--- src/verilog/sgpio_pkg.sv ---
// Purpose: shared constants and types of the shared gpio port with change notify
// Assumes: one 16-bit port with 15 pins, 24 change-notify inputs, two converter modules
// Notes: masks describe which pins exist, have an analog function or are input-only

package sgpio_pkg;

  // ----------------------------------------
  // widths
  // ----------------------------------------
  localparam int PORT_W = 16;
  localparam int CN_W = 24;
  localparam int CN_A_W = 16;
  localparam int CN_B_W = 8;
  localparam int CN_B_LSB = 16;
  localparam int SYNC_VLD_W = 3;

  // ----------------------------------------
  // pin population of this variant
  // ----------------------------------------
  localparam logic [15:0] IMPL_MASK = 16'h7fff;
  localparam logic [15:0] ANALOG_MASK = 16'h00ff;
  localparam logic [15:0] INPUT_ONLY_MASK = 16'h1000;

  // ----------------------------------------
  // reset values
  // ----------------------------------------
  localparam logic [15:0] DIR_RST = 16'hffff;
  localparam logic [15:0] LAT_RST = 16'h0000;
  localparam logic [15:0] ODC_RST = 16'h0000;
  localparam logic [15:0] ANALOG_SELECT_BIT_RST = 16'h0000;
  localparam logic [23:0] CN_EN_RST = 24'h000000;
  localparam logic [23:0] CN_PU_RST = 24'h000000;
  localparam logic [2:0] VLD_RST = 3'h0;

  // ----------------------------------------
  // state of the port block
  // ----------------------------------------
  typedef struct packed {
    logic [15:0] pin_direction_reg;
    logic [15:0] output_latch_reg;
    logic [15:0] open_drain_select_reg;
    logic [15:0] analog_cfg_1;
    logic [15:0] analog_cfg_2;
    logic [23:0] change_irq_enable;
    logic [23:0] weak_pullup_enable;
    logic [15:0] pin_s1;
    logic [15:0] pin_s2;
    logic [15:0] pin_value_reg;
  } sgpio_port_st_t;

  // ----------------------------------------
  // state of the change-notify unit
  // ----------------------------------------
  typedef struct packed {
    logic [23:0] cn_s1;
    logic [23:0] cn_s2;
    logic [23:0] cn_prev;
    logic [2:0] vld;
    logic flag;
  } sgpio_cn_st_t;

endpackage

--- src/verilog/sgpio_cn_if.sv ---
// Purpose: carries change-notify signals between the port block and its detector
// Assumes: raw pins are asynchronous to mclk
// Notes: wake is combinational from the raw pins on purpose

`timescale 1ns/100ps

interface sgpio_cn_if;
  logic [23:0] raw;
  logic [23:0] en;
  logic clr;
  logic flag;
  logic wake;

  modport port (
    output raw,
    output en,
    output clr,
    input flag,
    input wake
  );

  modport cn (
    input raw,
    input en,
    input clr,
    output flag,
    output wake
  );
endinterface

--- src/verilog/sgpio_cn.sv ---
// Purpose: change-notify detector with one sticky shared flag
// Assumes: raw inputs asynchronous, synchronous active-high reset
// Notes: wake needs no clock, the sticky flag does

`timescale 1ns/100ps

module sgpio_cn (
  // clock and reset
  input wire logic mclk,
  input wire logic rst,
  // link to port block
  sgpio_cn_if.cn cn
);

  sgpio_pkg::sgpio_cn_st_t st_q;
  sgpio_pkg::sgpio_cn_st_t st_d;
  logic [23:0] change;

  // detection compares against the last recorded level
  assign change = (st_q.cn_s2 ^ st_q.cn_prev) & cn.en & {24{st_q.vld[2]}};

  // ----------------------------------------
  // next state
  // ----------------------------------------
  always_comb begin
    st_d = st_q;
    st_d.cn_s1 = cn.raw;
    st_d.cn_s2 = st_q.cn_s1;
    st_d.cn_prev = st_q.cn_s2;
    // ignore the first cycles until prev holds a real sample
    st_d.vld = {st_q.vld[1:0], 1'b1};
    // a change in the clear cycle keeps the flag set
    st_d.flag = (st_q.flag & ~cn.clr) | (|change);
    if (rst) begin
      st_d.cn_s1 = '0;
      st_d.cn_s2 = '0;
      st_d.cn_prev = '0;
      st_d.vld = sgpio_pkg::VLD_RST;
      st_d.flag = 1'b0;
    end
  end

  always_ff @(posedge mclk) begin
    st_q <= st_d;
  end

  assign cn.flag = st_q.flag;
  // clockless path for sleep: raw pin against held level
  assign cn.wake = |((cn.raw ^ st_q.cn_prev) & cn.en & {24{st_q.vld[2]}});
endmodule

--- src/verilog/sgpio_port.sv ---
// Purpose: one shared parallel port: direction, latch, readback, pin arbitration,
//   open-drain, analog config and change notification
// Assumes: pins asynchronous to mclk; peripherals on mclk
// Notes: register contents are plain ports, written by one-cycle strobes

`timescale 1ns/100ps

module sgpio_port (
  // clock and reset
  input wire logic mclk,
  input wire logic rst,
  // register writes
  input wire logic [15:0] wdata,
  input wire logic wr_direction,
  input wire logic wr_latch,
  input wire logic wr_pin_value,
  input wire logic wr_open_drain,
  input wire logic wr_analog_cfg_1,
  input wire logic wr_analog_cfg_2,
  input wire logic wr_change_en_a,
  input wire logic wr_change_en_b,
  input wire logic wr_pullup_a,
  input wire logic wr_pullup_b,
  // register readback
  output logic [15:0] pin_direction_reg,
  output logic [15:0] output_latch_reg,
  output logic [15:0] pin_value_reg,
  output logic [15:0] open_drain_select_reg,
  output logic [15:0] analog_cfg_1,
  output logic [15:0] analog_cfg_2,
  output logic [15:0] change_irq_enable_reg_a,
  output logic [7:0] change_irq_enable_reg_b,
  output logic [15:0] weak_pullup_enable_reg_a,
  output logic [7:0] weak_pullup_enable_reg_b,
  // converter module disables
  input wire logic adc1_disable,
  input wire logic adc2_disable,
  // sharing peripherals
  input wire logic [15:0] periph_enable,
  input wire logic [15:0] periph_drive,
  input wire logic [15:0] periph_out,
  output logic [15:0] periph_in,
  output logic [15:0] pin_analog,
  // port pins
  input wire logic [15:0] pin_in,
  output logic [15:0] pin_out,
  output logic [15:0] pin_oe_n,
  // change notification
  input wire logic [23:0] change_pin,
  output logic [23:0] change_pullup_en,
  input wire logic change_flag_clr,
  output logic change_flag,
  output logic change_wake
);

  sgpio_pkg::sgpio_port_st_t st_q;
  sgpio_pkg::sgpio_port_st_t st_d;
  logic [15:0] analog_now;
  logic [15:0] periph_owns;
  logic [15:0] port_owns;
  logic [15:0] port_drives;
  logic [15:0] pad_driven;

  sgpio_cn_if cn_bus ();

  // ----------------------------------------
  // decoding
  // ----------------------------------------
  // a converter's cleared bit only counts while that converter is enabled
  function automatic logic [15:0] analog_sel(
    input logic [15:0] cfg1,
    input logic [15:0] cfg2,
    input logic dis1,
    input logic dis2
  );
    logic [15:0] a1;
    logic [15:0] a2;
    a1 = ~cfg1 & {16{~dis1}};
    a2 = ~cfg2 & {16{~dis2}};
    analog_sel = (a1 | a2) & sgpio_pkg::ANALOG_MASK & sgpio_pkg::IMPL_MASK;
  endfunction

  assign analog_now = analog_sel(st_q.analog_cfg_1, st_q.analog_cfg_2,
    adc1_disable, adc2_disable);

  // ----------------------------------------
  // next state
  // ----------------------------------------
  always_comb begin
    st_d = st_q;
    if (wr_direction) begin
      st_d.pin_direction_reg = wdata & sgpio_pkg::IMPL_MASK;
    end
    // both the latch and the port address land in the latch
    if (wr_latch || wr_pin_value) begin
      st_d.output_latch_reg = wdata & sgpio_pkg::IMPL_MASK;
    end
    if (wr_open_drain) begin
      st_d.open_drain_select_reg = wdata & sgpio_pkg::IMPL_MASK;
    end
    // pins without analog function stay digital
    if (wr_analog_cfg_1) begin
      st_d.analog_cfg_1 = wdata | ~sgpio_pkg::ANALOG_MASK;
    end
    if (wr_analog_cfg_2) begin
      st_d.analog_cfg_2 = wdata | ~sgpio_pkg::ANALOG_MASK;
    end
    if (wr_change_en_a) begin
      st_d.change_irq_enable[sgpio_pkg::CN_A_W-1:0] = wdata;
    end
    if (wr_change_en_b) begin
      st_d.change_irq_enable[sgpio_pkg::CN_W-1:sgpio_pkg::CN_B_LSB] =
        wdata[sgpio_pkg::CN_B_W-1:0];
    end
    if (wr_pullup_a) begin
      st_d.weak_pullup_enable[sgpio_pkg::CN_A_W-1:0] = wdata;
    end
    if (wr_pullup_b) begin
      st_d.weak_pullup_enable[sgpio_pkg::CN_W-1:sgpio_pkg::CN_B_LSB] =
        wdata[sgpio_pkg::CN_B_W-1:0];
    end
    // two-stage sync plus the value register; readback lags the pin by three cycles
    st_d.pin_s1 = pin_in;
    st_d.pin_s2 = st_q.pin_s1;
    st_d.pin_value_reg = st_q.pin_s2 & ~analog_now & sgpio_pkg::IMPL_MASK;
    if (rst) begin
      st_d.pin_direction_reg = sgpio_pkg::DIR_RST & sgpio_pkg::IMPL_MASK;
      st_d.output_latch_reg = sgpio_pkg::LAT_RST;
      st_d.open_drain_select_reg = sgpio_pkg::ODC_RST;
      st_d.analog_cfg_1 = sgpio_pkg::ANALOG_SELECT_BIT_RST | ~sgpio_pkg::ANALOG_MASK;
      st_d.analog_cfg_2 = sgpio_pkg::ANALOG_SELECT_BIT_RST | ~sgpio_pkg::ANALOG_MASK;
      st_d.change_irq_enable = sgpio_pkg::CN_EN_RST;
      st_d.weak_pullup_enable = sgpio_pkg::CN_PU_RST;
      st_d.pin_s1 = '0;
      st_d.pin_s2 = '0;
      st_d.pin_value_reg = '0;
    end
  end

  always_ff @(posedge mclk) begin
    st_q <= st_d;
  end

  // ----------------------------------------
  // pin arbitration
  // ----------------------------------------
  // input-only sharers have no driver to compete with
  assign periph_owns = periph_enable & periph_drive & ~sgpio_pkg::INPUT_ONLY_MASK
    & sgpio_pkg::IMPL_MASK;
  assign port_owns = ~periph_owns & sgpio_pkg::IMPL_MASK;
  assign port_drives = port_owns & ~st_q.pin_direction_reg;
  // open-drain releases the pad for a high latch bit
  assign pad_driven = periph_owns
    | (port_drives & ~(st_q.open_drain_select_reg & st_q.output_latch_reg));
  assign pin_oe_n = ~pad_driven;
  assign pin_out = (periph_owns & periph_out)
    | (port_drives & st_q.output_latch_reg & ~st_q.open_drain_select_reg);
  // peripheral sees nothing on pins the port is driving
  assign periph_in = st_q.pin_s2 & ~port_drives & sgpio_pkg::IMPL_MASK;
  assign pin_analog = analog_now;

  // ----------------------------------------
  // readback
  // ----------------------------------------
  assign pin_direction_reg = st_q.pin_direction_reg;
  assign output_latch_reg = st_q.output_latch_reg;
  assign pin_value_reg = st_q.pin_value_reg;
  assign open_drain_select_reg = st_q.open_drain_select_reg;
  assign analog_cfg_1 = st_q.analog_cfg_1;
  assign analog_cfg_2 = st_q.analog_cfg_2;
  assign change_irq_enable_reg_a = st_q.change_irq_enable[sgpio_pkg::CN_A_W-1:0];
  assign change_irq_enable_reg_b =
    st_q.change_irq_enable[sgpio_pkg::CN_W-1:sgpio_pkg::CN_B_LSB];
  assign weak_pullup_enable_reg_a = st_q.weak_pullup_enable[sgpio_pkg::CN_A_W-1:0];
  assign weak_pullup_enable_reg_b =
    st_q.weak_pullup_enable[sgpio_pkg::CN_W-1:sgpio_pkg::CN_B_LSB];
  assign change_pullup_en = st_q.weak_pullup_enable;

  // ----------------------------------------
  // change notification
  // ----------------------------------------
  assign cn_bus.raw = change_pin;
  assign cn_bus.en = st_q.change_irq_enable;
  assign cn_bus.clr = change_flag_clr;
  assign change_flag = cn_bus.flag;
  assign change_wake = cn_bus.wake;

  sgpio_cn u_cn (
    .mclk(mclk),
    .rst(rst),
    .cn(cn_bus.cn)
  );
endmodule
--- config.mk ---
export PLATFORM = sky130hd
export DESIGN_NAME = sgpio_port
export DESIGN_NICKNAME = d
export VERILOG_FILES = /design/src/verilog/sgpio_pkg.sv /design/src/verilog/sgpio_cn_if.sv /design/src/verilog/sgpio_cn.sv /design/src/verilog/sgpio_port.sv
export SDC_FILE = /design/constraint.sdc
export NUM_CORES = 1
export LEC_CHECK = 0
export BUFFER_PORTS_ARGS = -buffer_cell sky130_fd_sc_hd__buf_2
export CAP_MARGIN = 20
export CORE_MARGIN = 2
export CORE_UTILIZATION = 50
export DETAILED_ROUTE_END_ITERATION = 6
export GPL_TIMING_DRIVEN = 0
export PLACE_DENSITY = 0.8
export REMOVE_ABC_BUFFERS = 1
export SLEW_MARGIN = 30
export SYNTH_ARGS = -nofsm -noshare
export SYNTH_HDL_FRONTEND = slang
export SYNTH_HIERARCHICAL = 1
export SYNTH_SLANG_ARGS = --single-unit
--- constraint.sdc ---
create_clock -name mclk -period 1.5 [get_ports mclk]
set_input_delay 0.3 -clock mclk [delete_from_list [all_inputs] [get_ports mclk]]
set_output_delay 0.3 -clock mclk [all_outputs]
set_load 0.02 [all_outputs]
==> summary by stage, run 1 <==
Setup path
The most critical setup path has its startpoint at u_cn/st_q[18]. STA classifies the critical path startpoint as a flop. The required time at the worst-slack endpoint is 1.20 ns. The category of the worst setup path capture point is an output port.

The classification of the worst setup path is reg -> out. The endpoint identified for the worst register-to-register timing path is u_cn/cn.flag. The data arrival time of the critical path is 1.80 ns. The worst reg2reg path depth is 5. The setup slack of the worst register-to-register path is 0.03 ns. The start of the worst register-to-register path is u_cn/st_q[10].

In this run the worst path has a maximum fanout of 2.

GRT
The number of global-route vias before repair was 6862. The pin count of the biggest net entering global routing is 107. The initial antenna violation count was 2. The residual overflow from global routing is 0. The first global-routing pass estimated 36.76 mm of wire. The overall global routing resource usage is 0.2268.

Finish
The register with the most flip-flops in the layout has 75 of them. The net count reported at finish is 1302. The largest register by flop count is u_cn/st_q.

In the final layout, the share of cells above drive strength 1 is 0.4067. In the final layout, the registers with the most flip-flops are u_cn/st_q x75, st_q x30. The synthesis-to-layout area growth is 23.71%. Fill cells in the final layout number 1527.

STA
The final critical-path setup slack is -0.5952 ns. For the finished layout, the period the worst path requires is 2.095 ns. The final number of max-transition violations was 0.

The fmax is 0.4773 GHz. At the pin with the least slew margin, the transition time is 0.6343 ns. Setup violations remaining at the end of the flow were counted as 44.

On the final layout, the worst clock skew is 0.01082 ns. The hold violation count in the final report is 0. Headroom to the max-slew limit came out at 0.5772. For the final routed database, the setup TNS stands at -5.378 ns.

The final period utilization is 1.397. Setup repair after global routing could not meet its margin everywhere.

Min path
The start point of the worst hold path is pin_in[14]. The number of cells on the worst hold path is 2. The path with the worst hold slack has its endpoint at st_q[46]. The path class of the tightest hold or removal check is in -> reg.

Clock network
In this run the number of H-tree levels came out at 1. The longest clock path from root to sink contains 3 buffers. The cell sitting at the root of the clock tree is a sky130_fd_sc_hd__clkbuf_16. The number of clock buffers added by TritonCTS is 23.

The tree built by TritonCTS fans out to 230 sinks. The clock transition at the registers of the reported paths is 0.06 ns. TritonCTS built the clock tree.

The clock latency on the worst-skew pair is 0.51 ns.

Synthesis
The most used flip-flop cell after synthesis is sky130_fd_sc_hd__dfxtp_1. After technology mapping, the gate count stands at 1007. The async set-reset flop share out of synthesis is 0. Counting flops with a built-in enable in the synthesized netlist gives 0.

The flip-flop and latch count after synthesis is 230. The yosys synthesis warning count is 6. Yosys mapped the design onto 31 distinct sky130hd cell types.

The cell area after technology mapping is 0.009881 mm2. A synthesized cell averages 9.812 um2. The sequential area share after synthesis is 0.4660.

Job
The tool flagged a number of max-cap violations equal to 0.

Power and ir drop
The internal power component is 10760 uW. The net switching power of the design is 4001 uW. For this design the ratio of total power to cell area is 1207 mW/mm2. Of the total power, the share spent switching nets is 0.2711. The static power due to leakage is 0.005898 uW.

Of the total power, combinational logic draws 0.151. The worst supply voltage drop on vdd is 1.104 mV. The share of power burned in registers is 0.453.

The share of total power dissipated in the clock network is 0.396.

Place
The count of buffers from port buffering is 314. At the end of routability-driven placement, the weighted congestion stood at 0.8201. The worst setup slack before clock tree synthesis is -0.2436 ns. The post-detailed-placement half-perimeter wirelength is 16.47 mm.

Status
The checks that failed: negative setup slack. The flow ran to the end, but the final reports show violations.

Floorplanning
The area of the die is 0.02090 mm2. The die height is 144.6 um. The core box area is 0.01940 mm2. The top-level port count is 353. The die is 144.6 um wide. The number of core rows is 51. The initial core utilization is 0.5094.

Route
The average wire per standard cell is 17.93 um. After detailed routing, the number of vias per cell comes to 5.020. The detailed-route DRC error count is 0. The number of search-and-repair iterations in the first detailed-routing pass is 5. After detailed routing, the total wire length is 26.30 mm. The routed layout has 7364 vias. The starting DRC count in detailed routing is 297. The post-route antenna net violation count is 0.
## worst max-delay path by stage
stage,cells past startpoint,slack [ns],end
floorplan,2,-0.13,pin_out[0]
global placement,3,-2.19,u_cn/cn.flag
detailed placement,6,-0.24,change_wake
CTS,5,-0.61,change_wake
global route,5,-0.66,change_wake
finish,5,-0.60,change_wake
## repair_timing
item,in CTS,in global routing
hold buffers,10,0
pin swaps,38,27
setup buffers,22,8
endpoints found under the setup margin,52,56
endpoints found under the hold margin,10,0
gates resized for setup,173,61
## layout by cell type, fill, tap and decap left out, drive strengths merged, types with 5 or more instances in the layout
master         n
buf          345
a21oi         30
clkbuf        29
dlygate4sd3   10
clkinv        10
nor3b          9
and2          15
o21ai         15
xor2          48
or3b          15
nand4          5
conb          31
a22oi         14
o41ai         14
inv           16
dfxtp        230
nor2b        127
nand3         14
o21a          14
o22ai          8
a211o         15
nor2          93
mux2i         79
## critical path, stage by stage, from the launching register on
cell	delay (ns)
sky130_fd_sc_hd__dfxtp_2	0.33
sky130_fd_sc_hd__xor2_1	0.16
sky130_fd_sc_hd__a22oi_2	0.21
sky130_fd_sc_hd__nand4_1	0.13
sky130_fd_sc_hd__o31a_1	0.32
sky130_fd_sc_hd__buf_6	0.14
## cell families after synthesis
family,after synthesis,share of synthesized area
compound gates,122,0.08636
xor+xnor,48,0.04255
buf+inv,248,0.1687
flops,230,0.4660
mux,79,0.08003
other cells,2,0.0007601
simple gates,278,0.1556
## cell type report
class,count,area (um2),share of cell area
Antenna cell,2,5.005,0.0004095
Clock buffer,29,648.1,0.05302
Clock inverter,13,122.6,0.01003
Inverter,15,56.30,0.004606
Multi-Input combinational cell,558,4058,0.3320
Sequential cell,230,4710,0.3853
Tap cell,265,331.6,0.02713
Timing Repair Buffer,355,2292,0.1875
## routing by layer
metal	routed length, um	global-route usage
met1	10590	0.2700
met2	13280	0.4011
met3	1692	0.04636
met4	737	0.08789
met5	0	0
## cell usage after synthesis, drive strengths merged (15+ instances only)
cell type,instances,area (um2)
nor2b,127,794.5
dfxtp,230,4604
buf,209,1520
and2,15,93.84
inv,15,56.30
clkbuf,24,90.09
o21ai,15,75.07
a211o,15,131.4
or3b,15,131.4
nor2,93,349.1
xor2,48,420.4
a21oi,30,150.1
mux2i,79,790.8
## stage by stage
step	total power, uW	area, um2	utilization	hold WS (ns)	std cells
finish	14760	12220	0.6301	0.02042	1467
global route	15270	12220	0.6301	0.009662	1467
CTS	14710	11960	0.6167	0.003233	1458
detailed placement	8643	10350	0.5334	0.4218	1384
global placement	8603	10280	0.5301	0.4158	1382
floorplan	7747	8379	-	0.3691	803
## power groups by stage
stage / registers, uW / clock network [uW] / logic (uW)
after floorplan: 7010 / 0 / 736
after global placement: 6780 / 0 / 1820
after detailed placement: 6790 / 0 / 1850
after CTS: 6680 / 5920 / 2110
after global routing: 6720 / 6170 / 2370
final: 6690 / 5850 / 2220
(Power assumes the default switching activity.)
==> run 2, diff against run 1 <==
--- a/config.mk
+++ b/config.mk
@@ -8,11 +8,12 @@
 export BUFFER_PORTS_ARGS = -buffer_cell sky130_fd_sc_hd__buf_2
 export CAP_MARGIN = 20
 export CORE_MARGIN = 2
-export CORE_UTILIZATION = 50
+export CORE_UTILIZATION = 40
 export DETAILED_ROUTE_END_ITERATION = 6
 export GPL_TIMING_DRIVEN = 0
-export PLACE_DENSITY = 0.8
+export PLACE_DENSITY = 0.67
 export REMOVE_ABC_BUFFERS = 1
+export SETUP_SLACK_MARGIN = 0.3
 export SLEW_MARGIN = 30
 export SYNTH_ARGS = -nofsm -noshare
 export SYNTH_HDL_FRONTEND = slang
==> constraint.sdc (replaced) <==
create_clock -name mclk -period 1.5 [get_ports mclk]
set_input_delay 0.3 -clock mclk [delete_from_list [all_inputs] [get_ports mclk]]
set_output_delay 0.3 -clock mclk [all_outputs]
set_load 0.05 [all_outputs]
==> run 2 against run 1 <==
Net effect: the flow still finishes with violations (negative setup slack); combinational power is 71% higher; die area is 24% higher; non-clock buffer count is 36 higher; via count is 5.1% higher; clock skew is 0.0045 ns lower; worst setup slack worse by 0.061 ns; largest cell class unchanged.
==> summary by stage, run 2 (synthesis gave the netlist of run 1 again) <==
Job
The max capacitance violation total is 0.

Finish
The library cell used most frequently in the layout, excluding fill and tap cells, is sky130_fd_sc_hd__buf_8. The largest registers in the layout are u_cn/st_q x75, st_q x30. The share of layout cells above drive strength 1 is 0.4956. In the layout the commonest cells are sky130_fd_sc_hd__buf_8 (145), sky130_fd_sc_hd__nor2b_1 (127), sky130_fd_sc_hd__buf_2 (110).

Compared with the post-synthesis result, the final layout area differs by 49.94%. Fill cells in the final layout number 1753. The post-layout utilization of the core is 0.6092. After the last flow step, the layout net total stands at 1340. The design area is 0.01482 mm2. The flip-flop count of the largest register, all copies and words added is 75. The largest register by flop count is u_cn/st_q.

Route
Dividing the detail-routed wire length by the instance count gives 19.96 um. The detailed-route DRC error count is 0. Using the TritonRoute via totals, the vias-per-cell ratio works out to 4.946. The number of search-and-repair iterations in the first detailed-routing pass is 5. The detailed router placed 7736 vias in this run.

The post-route antenna net violation count is 0. The final wirelength is 31.22 mm. The starting DRC count in detailed routing is 368.

Clock network
After clock tree synthesis, the clock-pin slew on the worst setup and hold paths is 0.06 ns. The clock latency on the worst-skew pair is 0.51 ns. The number of sinks driven by the clock tree is 230. The TritonCTS buffer count is 25. The CTS tree is yes. The worst-case clock buffer depth is 3. CTS built an H-tree with a depth of 1. The cell at the root of the clock tree is sky130_fd_sc_hd__clkbuf_16.

Power and ir drop
Summing internal, switching and leakage power gives 16520 uW. Of the total power, registers draw 0.409. The static power due to leakage is 0.006578 uW. The share of power burned in combinational logic is 0.230. The worst-case IR drop observed on VDD is 0.9028 mV. The share of total power dissipated in the clock network is 0.361. The internal power component is 11440 uW. For this design the ratio of total power to cell area is 1115 mW/mm2. Of the total power, the share spent switching nets is 0.3076. The net switching power of the design is 5080 uW.

Setup path
The worst reg2reg path depth is 6. STA puts the critical path data arrival time at 1.86 ns. The source of the critical timing path is u_cn/st_q[23].

The start of the worst register-to-register path is u_cn/st_q[23]. STA classifies the critical path startpoint as a flop. The classification of the worst setup path is reg -> out. The maximum fanout encountered on the critical timing path is 2. Data on the critical path is required at its endpoint by 1.20 ns. The category of the worst setup path capture point is an output port.

Setup slack on the worst reg-to-reg path comes out at -0.02 ns. The endpoint of the most critical register-to-register path is u_cn/cn.flag.

GRT
The number of global-route vias before repair is 7603. The global-route wire length before repair is 42.78 mm. After global routing the overflow that remains totals 0. The initial antenna violation count is 4. Entering global routing, the biggest net connects 100 pins. For this run, the total global-route usage over all layers was measured as 0.2094.

STA
In the finished design, the share of the clock period the worst path needs comes to 1.438. The slew at the pin with the worst max-slew slack is 0.6669 ns. After layout, the minimum clock period comes to 2.156 ns. The sum of negative setup slack is -8.599 ns. In this run the tightest slew margin relative to its limit is 0.5554. The final number of max-transition violations is 0. The final critical-path setup slack is -0.6564 ns. Derived from the worst setup path, the maximum achievable clock frequency is 0.4637 GHz.

Setup repair after global routing could not meet its margin everywhere. The worst clock skew on the final layout is 0.006370 ns. The hold violation count in the final report is 0. The final hold slack is 0.02124 ns. Setup violations remaining at the end of the flow were counted as 70.

Place
The post-detailed-placement half-perimeter wirelength is 16.99 mm. At the end of routability-driven placement, the weighted congestion stood at 0.7828. After detailed placement, the total cell area comes to 0.01042 mm2. The count of buffers from port buffering is 314.

Floorplanning
The floorplan has 57 rows. The core box area is 0.02432 mm2. The die height is 161.2 um. The width of the die is 161.2 um.

The die covers 0.02598 mm2. The initial utilization of the core area, before any placement, comes to 0.4063. 353 I/O pins were placed.

Min path
The number of cells on the worst hold path is 2. The worst hold path belongs to the class in -> reg. In this run the most critical hold path is launched from pin_in[2]. The destination of the worst hold path is st_q[34].

Status
The flow ran to the end, but the final reports show violations. The checks that failed: negative setup slack.
run 2: cell types whose count changed in the layout (fill, tap and decap cells not counted), sizes merged:
cell         previous run  this run
clkinv                 10         8
clkbuf                 29        31
diode                   2         3
buf                   345       377
dlygate4sd3            10        14
clkinvlp                0         1
run 2: worst max-delay path by stage:
stage                         endpoint  slack, ns  cells past startpoint
after CTS                  change_wake      -0.68                      5
after detailed placement   change_wake      -0.35                      6
after global routing       change_wake      -0.70                      5
after global placement    u_cn/cn.flag      -2.38                      3
final                      change_wake      -0.66                      5
after floorplan             pin_out[0]      -1.22                      2
run 2: area by class of cell:
type	count	area (um2)	share of cell area
diodes	3	7.507	0.0005067
clock buffers	31	678.2	0.04577
clock inverters	12	116.4	0.007854
inverters	15	56.30	0.003800
multi-input cells	558	4265	0.2879
flip-flops and latches	230	5022	0.3390
well taps	324	405.4	0.02736
repair buffers	391	4264	0.2878
run 2: repair_timing:
item	CTS	global route
setup buffers	36	25
hold endpoints to repair	14	0
pin swaps	56	33
setup endpoints to repair	204	205
hold buffers	14	0
resized for setup	828	100
gates cloned	0	0
run 2: power by group through the flow:
stage	registers, uW	clock network (uW)	logic (uW)
floorplan	7520	0	1060
global placement	6800	0	2660
detailed placement	6800	0	2680
CTS	6730	6100	3490
global route	6790	6380	3930
finish	6760	5960	3790
run 2: per-stage QoR:
step,cells,setup slack (ns)
floorplan,803,-1.218
global placement,1441,-2.379
detailed placement,1443,-0.3457
CTS,1536,-0.6774
global route,1564,-0.7008
finish,1564,-0.6564
run 2: worst max-delay path, cell delays in order, from the launching register on:
cell and delay (ns):
sky130_fd_sc_hd__dfxtp_2 0.32, sky130_fd_sc_hd__xor2_1 0.16, sky130_fd_sc_hd__a22oi_2 0.23, sky130_fd_sc_hd__nand4_1 0.13, sky130_fd_sc_hd__o31a_1 0.34, sky130_fd_sc_hd__buf_6 0.17
run 2: per-layer routing:
metal | part of all wire | global-route usage
met1 | 0.38 | 0.2422
met2 | 0.52 | 0.3763
met3 | 0.063 | 0.04340
met4 | 0.035 | 0.08685
met5 | 0 | 0
==> run 3, diff against run 2 <==
==> constraint.sdc (replaced) <==
create_clock -name mclk -period 2.75 [get_ports mclk]
set_input_delay 0.55 -clock mclk [delete_from_list [all_inputs] [get_ports mclk]]
set_output_delay 0.55 -clock mclk [all_outputs]
set_load 0.05 [all_outputs]
==> run 3 against run 2 <==
Net effect: the run now ends clean; via count down 11%; clock skew fell by 0.0024 ns; wire length shrank 24%; global-route usage is 3.6 points lower; highest routed layer unchanged; sequential power shrank 46%; clock power fell by 46%; register-to-register slack improved by 1.2 ns; power decreased by 50%; critical path type unchanged; clock-buffer cell count unchanged; worst hold slack better by 0.22 ns; utilization decreased by 15 points; cell count shrank 4.9%.
==> summary by stage, run 3 (synthesis gave the netlist of run 1 again) <==
Place
The weighted congestion at the end of routability-driven global placement is 0.7828. The post-placement cell count is 1443. Detailed placement ended at an HPWL of 16.99 mm.

The count of buffers from port buffering is 314.

GRT
The global-route wire length before repair is 35.56 mm. The pin count of the biggest net entering global routing is 100. The number of global-route vias before repair is 6422. The overall global routing resource usage is 0.1731.

Global routing finished with a remaining overflow of 0. The initial antenna violation count came to 1.

Route
The overall via count from detail_route is 6918. In the routed layout, each cell is associated on average with a via count of 4.649. The post-route antenna net violation count is 0. Dividing the detail-routed wire length by the instance count gives 15.93 um. Before antenna repair, the detailed router went through 4 iterations. The detailed-route DRC error count is 0.

The starting DRC count in detailed routing is 336. The final wirelength is 23.71 mm.

Clock network
After clock tree synthesis, the clock-pin slew on the worst setup and hold paths is 0.06 ns. In this run the number of H-tree levels came out at 1. The number of sinks driven by the clock tree is 230. After clock tree synthesis, the flow added hold-fix buffers numbering 0. TritonCTS built the clock tree. The cell at the root of the clock tree is sky130_fd_sc_hd__clkbuf_16. The worst-case clock buffer depth is 3. TritonCTS created 25 clock buffers.

For the worst-skew pair, the clock arrives at the later sink with an insertion delay of 0.51 ns.

Finish
Compared with the post-synthesis result, the final layout area differs by 13.89%. Once layout is complete, the utilization of the core stands at 0.4627. The number of non-filler instances in the completed layout is 1488.

In the final layout, the multi-input gates occupy 0.003739 mm2. The top cell types in the final layout, fill and taps aside, are sky130_fd_sc_hd__buf_2 (312), sky130_fd_sc_hd__dfxtp_1 (229), sky130_fd_sc_hd__nor2b_1 (127). The net count of the finished layout is 1266. The filler cell count in the final layout is 2336.

Ranked by flip-flop count, first place goes to u_cn/st_q. The register with the most flip-flops in the layout has 75 of them. The largest registers in the layout are u_cn/st_q x75, st_q x30. Of the cells placed in the final design, the portion with a size suffix greater than 1 is 0.3121. Across the whole layout, storage elements account for 0.004606 mm2. The library cell used most frequently in the layout, excluding fill and tap cells, is sky130_fd_sc_hd__buf_2.

Floorplanning
The die height is 161.2 um. The number of core rows is 57. After floorplanning, the core was sized to cover 0.02432 mm2. From left edge to right edge, the die measures 161.2 um. The initial core utilization is 0.4063. The top-level port count is 353. The area of the die is 0.02598 mm2.

STA
Setup repair after global routing could not meet its margin everywhere. In this run the tightest slew margin relative to its limit is 0.5899. The clock arrives with 0.003993 ns of skew.

The sum of negative setup slack is 0 ns. The final setup violation count is 0. Hold timing on the final database bottoms out at a slack of 0.2446 ns.

The final period utilization is 0.8761. The final critical delay including setup and external delays is 2.409 ns. Based on the critical path, the design can be clocked at up to 0.4150 GHz. The final number of max-transition violations is 0. The slew at the pin with the worst max-slew slack is 0.6151 ns. The hold violation count in the final report is 0.

Job
The max capacitance violation total is 0.

Power and ir drop
IR analysis of the VDD net gives a maximum drop of 0.4960 mV. The power per standard cell area is 740.4 mW/mm2. The static power due to leakage is 0.005487 uW.

Setup path
The worst setup path is captured at an output port. The data arrival time of the critical path is 1.86 ns. STA puts the critical path data required time at 2.20 ns. The most critical setup path has its startpoint at u_cn/st_q[26]. In this run the worst setup path terminates at change_wake. The maximum fanout encountered on the critical timing path is 2. In this run the critical register-to-register path is launched from u_cn/st_q[10].

The setup slack of the worst register-to-register path is 1.20 ns. The classification of the worst setup path is reg -> out. The worst setup path is launched from a flop. In this run the critical register-to-register path is captured at u_cn/cn.flag. The worst reg2reg path depth is 5.

Min path
The number of cells on the worst hold path is 2. The min-delay analysis places its worst path in the category in -> reg.

Status
The flow ran to the end, and the final reports show no timing, DRC or antenna violations.
run 3: cell types whose count changed in the layout (fill, tap and decap cells not counted), sizes merged:
cell         delta
buf            -60
diode           -2
dlygate4sd3    -14
run 3: worst min-delay path by stage:
stage                         start  endpoint
after global placement     st_q[44]  st_q[28]
after detailed placement   st_q[42]  st_q[26]
after CTS                 pin_in[5]  st_q[37]
after floorplan            st_q[32]  st_q[16]
final                     pin_in[5]  st_q[37]
after global routing      pin_in[7]  st_q[39]
run 3: final cells by class:
cell class              instances  area share
diodes                          1   0.0002224
clock inverters                12     0.01034
clock buffers                  31     0.06026
repair buffers                317      0.1467
inverters                      15    0.005003
well taps                     324     0.03602
flip-flops and latches        230      0.4093
multi-input cells             558      0.3322
run 3: stage by stage:
stage               instance area, um2  setup WS [ns]  total power (uW)
finish                           11250         0.3406              8332
global route                     11250         0.2785              8679
CTS                              11250         0.3017              8441
detailed placement               10420         0.4043              5173
global placement                 10360         -1.379              5159
floorplan                         8379        -0.2182              4676
run 3: metal layers:
layer,global-route usage,up-vias,share of wire
met2,0.3037,237,0.49
li1,-,3407,-
met1,0.2167,3243,0.44
met5,0,-,0
met3,0.03698,31,0.061
met4,0.04343,0,0.018
run 3: repair_timing:
item	4_1_cts	5_1_grt
pin swaps	5	5
setup buffers	1	0
endpoints found under the setup margin	1	1
gates resized for setup	6	1
cloned	0	0
run 3: where the power goes:
group          leakage (uW)  internal [uW]  switching [uW]
Clock              0.000397           1930            1300
Combinational       0.00319            383            1080
Sequential          0.00190           3500             137
Total               0.00549           5810            2520
run 3: worst max-delay path, cell delays in order (launching register included):
cell	delay, ns
sky130_fd_sc_hd__dfxtp_1	0.33
sky130_fd_sc_hd__xor2_1	0.16
sky130_fd_sc_hd__a22oi_1	0.23
sky130_fd_sc_hd__nand4_1	0.12
sky130_fd_sc_hd__o31a_1	0.35
sky130_fd_sc_hd__buf_6	0.17
